$ cat src/rtl/bcd_port_defines.svh
/*
 Named constants for the parallel decimal readout port.
 Assumes inclusion by bare name; no processes live here.
*/
`ifndef BCD_PORT_DEFINES_SVH
`define BCD_PORT_DEFINES_SVH

// ----------------------------------------------------------------
// Timing
// ----------------------------------------------------------------
`define CLK_FREQ_HZ        125000000
`define MARKER_TIME_US     200
`define MARKER_CYCLES      ((`CLK_FREQ_HZ / 1000000) * `MARKER_TIME_US)

// ----------------------------------------------------------------
// Source select codes
// ----------------------------------------------------------------
`define SRC_OFF            3'h0
`define SRC_NET            3'h1
`define SRC_GROSS          3'h2
`define SRC_TARE           3'h3
`define SRC_PEAK           3'h4
`define SRC_VALLEY         3'h5

// ----------------------------------------------------------------
// Widths and reset values
// ----------------------------------------------------------------
`define DIGIT_W            4
`define POINT_W            3
`define POINT_RESET        3'h1
`define POINT_MAX          3'h7
`define HALF_LINES         12

`endif

$ cat src/rtl/bcd_port_pkg.sv
/*
 Types for the parallel decimal readout port.
 Assumes the defines header is visible to every user.
*/
`include "bcd_port_defines.svh"

package bcd_port_pkg;

	// One reading as six decimal digits plus flags
	typedef struct packed {
		logic [5:0][`DIGIT_W-1:0] digits;
		logic [`POINT_W-1:0]      point;
		logic                     negative;
		logic                     overflow;
	} reading_t;

	// Jumper straps of the option card
	typedef struct packed {
		logic overflow_route_jumper;
		logic multiplex_jumper_one;
		logic single_line_enable_jumper;
		logic multiplex_jumper_two;
		logic second_enable_invert_jumper;
		logic first_enable_invert_jumper;
		logic third_address_invert_jumper;
		logic fourth_address_invert_jumper;
		logic polarity_jumper;
	} jumpers_t;

	// Marker sequencer states
	typedef enum logic [1:0] {
		MK_IDLE  = 2'b01,
		MK_PULSE = 2'b10
	} marker_state_t;

endpackage

$ cat src/rtl/bcd_parallel_readout_port.sv
/*
 Parallel six digit decimal readout port of a weighing meter.
 Latches readings on the meter update pulse, drives them with a
 jumper chosen enable scheme, a polarity option and a point code.
 Assumes all inputs are synchronous to clk_in.
*/
`timescale 1ns/1ns

module bcd_parallel_readout_port
	import bcd_port_pkg::*;
#(
	parameter int MARKER_LEN = `MARKER_CYCLES
) (
	input  wire logic        clk_in,
	input  wire logic        srst_in,
	input  wire logic        update_pulse_in,
	input  wire reading_t    net_in,
	input  wire reading_t    gross_in,
	input  wire reading_t    tare_in,
	input  wire reading_t    peak_in,
	input  wire reading_t    valley_in,
	input  wire logic [2:0]  source_select_in,
	input  wire logic        compat_setting_in,
	input  wire logic        compat_write_in,
	input  wire logic        compat_lock_bit_in,
	input  wire jumpers_t    jumpers_in,
	input  wire logic        freeze_input_line_n_in,
	input  wire logic        first_enable_line_in,
	input  wire logic        second_enable_line_in,
	input  wire logic        third_address_line_in,
	input  wire logic        fourth_address_line_in,
	output logic [23:0]      digit_lines_out,
	output logic [23:0]      digit_lines_oe_n_out,
	output logic             sign_line_out,
	output logic             sign_line_oe_n_out,
	output logic             point_code_bit_a_out,
	output logic             point_code_bit_b_out,
	output logic             point_code_bit_c_out,
	output logic             point_oe_n_out,
	output logic             overflow_output_line_out,
	output logic             overflow_output_line_oe_n_out,
	output logic             update_marker_line_n_out,
	output logic             compat_setting_out
);

	// ----------------------------------------------------------------
	// State record
	// ----------------------------------------------------------------
	typedef struct packed {
		reading_t            latched;
		logic                pending;
		logic                compat;
		marker_state_t       mk_state;
		logic [31:0]         mk_count;
		logic [23:0]         lines;
		logic [23:0]         lines_oe_n;
		logic                sign;
		logic                sign_oe_n;
		logic [`POINT_W-1:0] point;
		logic                point_oe_n;
		logic                ovf;
		logic                ovf_oe_n;
		logic                marker_n;
	} state_t;

	state_t s_q;
	state_t s_d;

	// Applies the polarity strap to a data field
	function automatic logic [23:0] pol24(input logic [23:0] v,
		input logic inv);
		pol24 = inv ? ~v : v;
	endfunction

	// Picks the reading named by the source select setting
	function automatic reading_t pick(input logic [2:0] sel,
		input reading_t n, input reading_t g, input reading_t t,
		input reading_t p, input reading_t v);
		case (sel)
			`SRC_NET:    pick = n;
			`SRC_GROSS:  pick = g;
			`SRC_TARE:   pick = t;
			`SRC_PEAK:   pick = p;
			`SRC_VALLEY: pick = v;
			default:     pick = '0;
		endcase
	endfunction

	// Combinational enable decode; inputs are already synchronous
	logic     up_en;
	logic     lo_en;
	logic     card_en;
	logic     inv;
	logic     mux_mode;
	logic [3:0] addr_match;
	reading_t src;
	logic [`POINT_W-1:0] pcode;

	always_comb begin
		// Low on the polarity strap selects the inverted position
		inv = ~jumpers_in.polarity_jumper;
		mux_mode = jumpers_in.multiplex_jumper_one &
			jumpers_in.multiplex_jumper_two;
		// Invert jumper fitted means low enables
		up_en = first_enable_line_in ^
			jumpers_in.first_enable_invert_jumper;
		lo_en = ~up_en & (second_enable_line_in ^
			jumpers_in.second_enable_invert_jumper);
		// Bit order 1,2,4,8: first, second, fourth, third line
		addr_match[0] = first_enable_line_in ^
			jumpers_in.first_enable_invert_jumper;
		addr_match[1] = second_enable_line_in ^
			jumpers_in.second_enable_invert_jumper;
		addr_match[2] = fourth_address_line_in ^
			jumpers_in.fourth_address_invert_jumper;
		addr_match[3] = third_address_line_in ^
			jumpers_in.third_address_invert_jumper;
		if (jumpers_in.single_line_enable_jumper) begin
			card_en = addr_match[0];
		end else begin
			card_en = &addr_match;
		end
		src = pick(source_select_in, net_in, gross_in, tare_in,
			peak_in, valley_in);
		// Compat code: the point shifted up one, then ones complemented
		pcode = s_q.compat ?
			~(s_q.latched.point + 3'h1) :
			s_q.latched.point;
	end

	// ----------------------------------------------------------------
	// Next state
	// ----------------------------------------------------------------
	always_comb begin
		s_d = s_q;
		// Setting accepted only while unlocked
		if (compat_write_in && !compat_lock_bit_in) begin
			s_d.compat = compat_setting_in;
		end
		// Latch the whole reading at once; freeze defers it
		if (update_pulse_in || s_q.pending) begin
			if (!freeze_input_line_n_in) begin
				s_d.pending = 1'b1;
			end else begin
				s_d.latched = src;
				s_d.pending = 1'b0;
				s_d.mk_state = MK_PULSE;
				s_d.mk_count = '0;
			end
		end
		// Marker sequencer, independent of polarity strap
		case (s_q.mk_state)
			MK_IDLE: begin
				s_d.marker_n = 1'b1;
			end
			MK_PULSE: begin
				s_d.marker_n = 1'b0;
				// Count runs to the full length so the low time is exact
				if (s_q.mk_count >= 32'(MARKER_LEN)) begin
					s_d.mk_state = MK_IDLE;
					s_d.marker_n = 1'b1;
				end else begin
					s_d.mk_count = s_q.mk_count + 32'h1;
				end
				// Any latch, deferred ones too, restarts the marker
				if ((update_pulse_in || s_q.pending) &&
					freeze_input_line_n_in) begin
					s_d.mk_count = '0;
					s_d.mk_state = MK_PULSE;
					s_d.marker_n = 1'b0;
				end
			end
			default: begin
				s_d.mk_state = MK_IDLE;
				s_d.marker_n = 1'b1;
			end
		endcase
		// Digit lines, four weighted lines per digit
		if (mux_mode) begin
			s_d.lines[23:12] = '0;
			s_d.lines[11:0] = up_en ?
				s_q.latched.digits[5:3] :
				s_q.latched.digits[2:0];
			s_d.lines = pol24(s_d.lines, inv);
			s_d.lines_oe_n = {{`HALF_LINES{1'b1}},
				{`HALF_LINES{~(up_en | lo_en)}}};
			s_d.sign_oe_n = ~(up_en | lo_en);
			s_d.point_oe_n = ~(up_en | lo_en);
		end else begin
			s_d.lines = pol24(s_q.latched.digits, inv);
			s_d.lines_oe_n = {24{~card_en}};
			s_d.sign_oe_n = ~card_en;
			s_d.point_oe_n = ~card_en;
		end
		s_d.sign = s_q.latched.negative ^ inv;
		s_d.point = inv ? ~pcode : pcode;
		s_d.ovf = s_q.latched.overflow ^ inv;
		// Overflow line left floating unless routed
		s_d.ovf_oe_n = ~jumpers_in.overflow_route_jumper |
			s_d.sign_oe_n;
		if (srst_in) begin
			s_d = '0;
			s_d.latched.point = `POINT_RESET;
			s_d.mk_state = MK_IDLE;
			s_d.lines_oe_n = '1;
			s_d.sign_oe_n = 1'b1;
			s_d.point_oe_n = 1'b1;
			s_d.ovf_oe_n = 1'b1;
			s_d.marker_n = 1'b1;
		end
	end

	// ----------------------------------------------------------------
	// Register
	// ----------------------------------------------------------------
	always_ff @(posedge clk_in) begin
		s_q <= s_d;
	end

	// Outputs straight from the state record
	assign digit_lines_out = s_q.lines;
	assign digit_lines_oe_n_out = s_q.lines_oe_n;
	assign sign_line_out = s_q.sign;
	assign sign_line_oe_n_out = s_q.sign_oe_n;
	assign point_code_bit_a_out = s_q.point[0];
	assign point_code_bit_b_out = s_q.point[1];
	assign point_code_bit_c_out = s_q.point[2];
	assign point_oe_n_out = s_q.point_oe_n;
	assign overflow_output_line_out = s_q.ovf;
	assign overflow_output_line_oe_n_out = s_q.ovf_oe_n;
	assign update_marker_line_n_out = s_q.marker_n;
	assign compat_setting_out = s_q.compat;

endmodule

$ cat config.mk
export PLATFORM = sky130hd
export DESIGN_NAME = bcd_parallel_readout_port
export DESIGN_NICKNAME = d
export VERILOG_FILES = /design/src/rtl/bcd_port_pkg.sv /design/src/rtl/bcd_parallel_readout_port.sv
export VERILOG_INCLUDE_DIRS = /design/src /design/src/rtl
export SDC_FILE = /design/constraint.sdc
export NUM_CORES = 1
export LEC_CHECK = 0
export BUFFER_PORTS_ARGS = -buffer_cell sky130_fd_sc_hd__buf_4
export CORE_MARGIN = 1.5
export CORE_UTILIZATION = 43
export DETAILED_ROUTE_END_ITERATION = 8
export HOLD_SLACK_MARGIN = 0.05
export PLACE_DENSITY = 0.77
export SYNTH_ARGS = -nofsm -noshare
export SYNTH_HDL_FRONTEND = slang
export SYNTH_SLANG_ARGS = --single-unit
$ cat constraint.sdc
create_clock -name clk_in -period 1.9 [get_ports clk_in]
set_input_delay 0.095 -clock clk_in [delete_from_list [all_inputs] [get_ports clk_in]]
set_output_delay 0.095 -clock clk_in [all_outputs]
set_load 0.1 [all_outputs]
==> summary.md <==
Across the run, the number of max-cap violations was 0. The number of synthesized flops with an enable pin works out to 0. The internal portion of the total power is 3.91 mW. For the count of clock tree sinks, the log shows 98. The top cell types in the final layout, fill and taps aside, are sky130_fd_sc_hd__buf_4 (241), sky130_fd_sc_hd__dfxtp_1 (96), sky130_fd_sc_hd__nor2_1 (79). The congestion estimate from routability-driven global placement came to 0.941.

The starting density of the core is 0.445, and the post-synthesis cell count is 584. The run gives 0.230 as the global router's overall resource usage. From left edge to right edge, the die measures 112 microns. The first detailed-routing pass took 8 iterations. The first global-routing pass estimated 23.2 mm of wire. The per-cell via count in the routed design came out at 5.23.

Wires add up to 14.7 mm. For the relative contribution of combinational cells to total power, the log shows 0.290. Minimum clock period: 1.90 ns.

The H-tree was split into 3 levels. The final critical-path setup slack is -0.00284 ns, and the routed wire length per instance is 16.4 microns. The run gives 0 as the number of antenna violations at the first check in global routing.

The gate family responsible for the most delay along the worst path was simple AND/OR/NAND/NOR gates. The run gives 0.381 as the portion of the post-synthesis area used by sequential elements. The final reports fail on DRC, setup timing.

After clock tree synthesis, the clock-pin slew on the worst setup and hold paths is 0.07 ns. The core region is 11600 sq um. The maximum vdd drop came out at 0.000462 V. The count of pins over their slew limit is 0, and the pin slew with the least headroom to its limit is 1.09 ns.

The later-pin clock latency in the skew report is 0.34 ns. The final clock period utilization by the worst path is 1.00, and the total of warnings raised by yosys is 0. The number of nets with antenna violations after routing was 0; the total CTS buffers was 9. The count of pins on the block boundary is 226, and the number of DRC markers in iteration 0 is 331. In this run the power density over the cells is 845 nW/um^2. 0 antenna diodes ended up in the layout.

Synthesis inferred 98 register bits. In this run the static leakage power is 3.16 nW. The category of the worst setup path launch point was a flop. The total power draw came out at 5.93 mW. The required time of the critical path came out at 2.15 ns. The min-delay analysis places its worst path in the category in -> reg.

The run gives 2.15 ns as the data arrival time at the worst-slack endpoint. Clock tree synthesis selected as its root buffer the cell sky130_fd_sc_hd__clkbuf_16. The die covers 12600 sq um.

The vertical die dimension came out at 112 microns. Between clock sinks in the finished design, the worst skew comes to 0.00989 ns. The switching share of total power is 0.340. Each instance of the synthesized netlist takes up on average 8.82 sq um.

TritonCTS built the clock tree. Fraction of power consumed by the clock network: 0.336. Walking the worst path, the cells encountered are or4_4 -> o311ai_4 -> nand2_4 -> or3_1 -> a21oi_1. The most instantiated flip-flop cell in the synthesis netlist was sky130_fd_sc_hd__dfxtp_1.

STA classifies the critical path endpoint as a flop. The fraction of power consumed by sequential logic is 0.374, and the maximum cell stage delay along the critical path is 0.53 ns. The critical path contains buffers and inverters numbering 0 combined. The floorplan has 39 rows.

The proportion of synthesized flip-flops having asynchronous set or reset is 0, and the detailed-route DRC error count is 4. The flow ran to the end, but the final reports show violations. The logs give 922 for the number of nets in the final layout and 4608 for the number of global-route vias before repair. Leaving out fill and tap cells, the most frequent cell in the layout is sky130_fd_sc_hd__buf_4. Entering global routing, the biggest net connects 38 pins.

The final number of hold-violating endpoints came out at 0. Setup repair after global routing could not meet its margin everywhere. The logs give 0 for the total congestion overflow and 5150 sq um for the post-synth design cell area. The tools report the worst slew margin relative to its limit as 0.271. Relative to the synthesized area, the layout overhead comes to 36.3%.

Synthesis produced a netlist with a net count of 757. The highest fanout seen on the critical path works out to 6. For the switching power, the log shows 2.02 mW. Timing analysis after detailed placement gives a worst setup slack of -0.0255 ns. By startpoint and endpoint, the worst setup path is classified as reg -> reg. The maximum number of buffers from clock root to sink is 2, and the fraction of final layout cells with drive strength greater than 1 is 0.365.

Input and output buffers added on the ports amount to 225. On the critical path, the stage with the largest delay is an instance of sky130_fd_sc_hd__or4_4. Yosys mapped the design onto 39 distinct sky130hd cell types. The final HPWL from detailed placement is 11.6 mm, and the maximum achievable frequency is 0.526 GHz. The number of setup violations in the final report was 1. The vias after detailed routing came out at 4688.
## cells in the mapped netlist, types with 2 or more instances
master	number	area, sq um
sky130_fd_sc_hd__and2_1	2	12.5
sky130_fd_sc_hd__nand4_1	9	56.3
sky130_fd_sc_hd__mux2i_1	41	410
sky130_fd_sc_hd__a31oi_1	3	18.8
sky130_fd_sc_hd__buf_4	50	375
sky130_fd_sc_hd__a221oi_1	28	245
sky130_fd_sc_hd__o211ai_1	3	22.5
sky130_fd_sc_hd__buf_2	7	35.0
sky130_fd_sc_hd__inv_1	6	22.5
sky130_fd_sc_hd__clkbuf_1	31	116
sky130_fd_sc_hd__nand3_1	5	25.0
sky130_fd_sc_hd__nor4_1	2	12.5
sky130_fd_sc_hd__nor2b_1	5	31.3
sky130_fd_sc_hd__nor3_1	6	30.0
sky130_fd_sc_hd__and3_1	22	138
sky130_fd_sc_hd__nand2_1	21	78.8
sky130_fd_sc_hd__xnor2_1	30	263
sky130_fd_sc_hd__a22o_1	28	245
sky130_fd_sc_hd__a21oi_1	61	305
sky130_fd_sc_hd__o21ai_0	6	30.0
sky130_fd_sc_hd__nor2_1	80	300
sky130_fd_sc_hd__buf_1	4	15.0
sky130_fd_sc_hd__xor2_1	14	123
sky130_fd_sc_hd__or3_1	3	18.8
sky130_fd_sc_hd__dfxtp_1	98	1960
sky130_fd_sc_hd__ha_1	5	62.6
sky130_fd_sc_hd__mux2_2	2	22.5
## sequential cells by signal, indices dropped and copies added, names as in the netlist
name                           count
compat_setting_out                 1
point_code_bit_b_out               1
s_q                               64
point_code_bit_c_out               1
sign_line_out                      1
update_marker_line_n_out           1
overflow_output_line_oe_n_out      1
point_code_bit_a_out               1
overflow_output_line_out           1
digit_lines_oe_n_out               2
digit_lines_out                   24
## final timing paths
path                      start                              end  slack (ns)  cells past startpoint
min          compat_lock_bit_in  compat_setting_out$_SDFFE_PP0P_        0.09                      4
min reg2reg  s_q[58]$_SDFF_PP0_               s_q[58]$_SDFF_PP0_        0.48                      2
max reg2reg  s_q[72]$_SDFF_PP0_               s_q[69]$_SDFF_PP0_      -0.003                      5
max          s_q[72]$_SDFF_PP0_               s_q[69]$_SDFF_PP0_      -0.003                      5
## repair_timing
action	CTS	global route
pin swaps	8	1
setup endpoints to repair	3	42
setup buffers	1	0
hold buffers	4	0
endpoints found under the hold margin	3	0
gates resized for setup	5	1
## final cells by class
type / instances / area, sq um
Clock buffer: 9 / 225
Clock inverter: 7 / 110
Fill cell: 975 / 4550
Inverter: 6 / 22.5
Multi-Input combinational cell: 388 / 2650
Sequential cell: 98 / 1960
Tap cell: 143 / 179
Timing Repair Buffer: 246 / 1870
## logic make-up after synthesis
| group | synth area share |
|---|---|
| AND/OR/NAND/NOR | 0.154 |
| AO/OA/AOI/OAI | 0.185 |
| adder cells (fa/ha/maj) | 0.0122 |
| multiplexers | 0.0841 |
| buffers and inverters | 0.110 |
| XOR/XNOR | 0.0748 |
| flip-flops | 0.381 |
## metal layers
layer  GRT usage  up-vias  routed length, microns
met4      0.0869        0                     420
met1       0.287     2151                    6140
met5           0        -                       0
li1            -     2350                       -
met3      0.0464       30                     781
met2       0.393      157                    7340
## worst register-to-register path, cell delays in order (launching register included)
cell                       delay (ns)
sky130_fd_sc_hd__dfxtp_2         0.32
sky130_fd_sc_hd__or4_4           0.54
sky130_fd_sc_hd__o311ai_4        0.36
sky130_fd_sc_hd__nand2_4         0.11
sky130_fd_sc_hd__or3_1           0.36
sky130_fd_sc_hd__a21oi_1         0.13
## metrics by stage
step           TNS [ns]  instance area, sq um  utilization  instances  hold WS [ns]
2_1_floorplan         0                  5150            -        584         0.171
3_3_place_gp          0                  6620        0.572        876         0.275
3_5_place_dp    -0.0500                  6620        0.572        876         0.279
4_1_cts          -0.103                  7010        0.607        897        0.0790
5_1_grt          -0.292                  7020        0.607        897        0.0910
6_report       -0.00284                  7020        0.607        897        0.0899
## power groups by stage
| stage | registers (mW) | logic, mW | clock network [mW] |
|---|---|---|---|
| CTS | 2.22 | 1.72 | 2.03 |
| finish | 2.22 | 1.72 | 1.99 |
| global placement | 2.26 | 1.69 | 0 |
| global route | 2.23 | 1.81 | 2.10 |
| floorplan | 2.35 | 1.19 | 0 |
| detailed placement | 2.27 | 1.71 | 0 |
(Power assumes the default switching activity.)
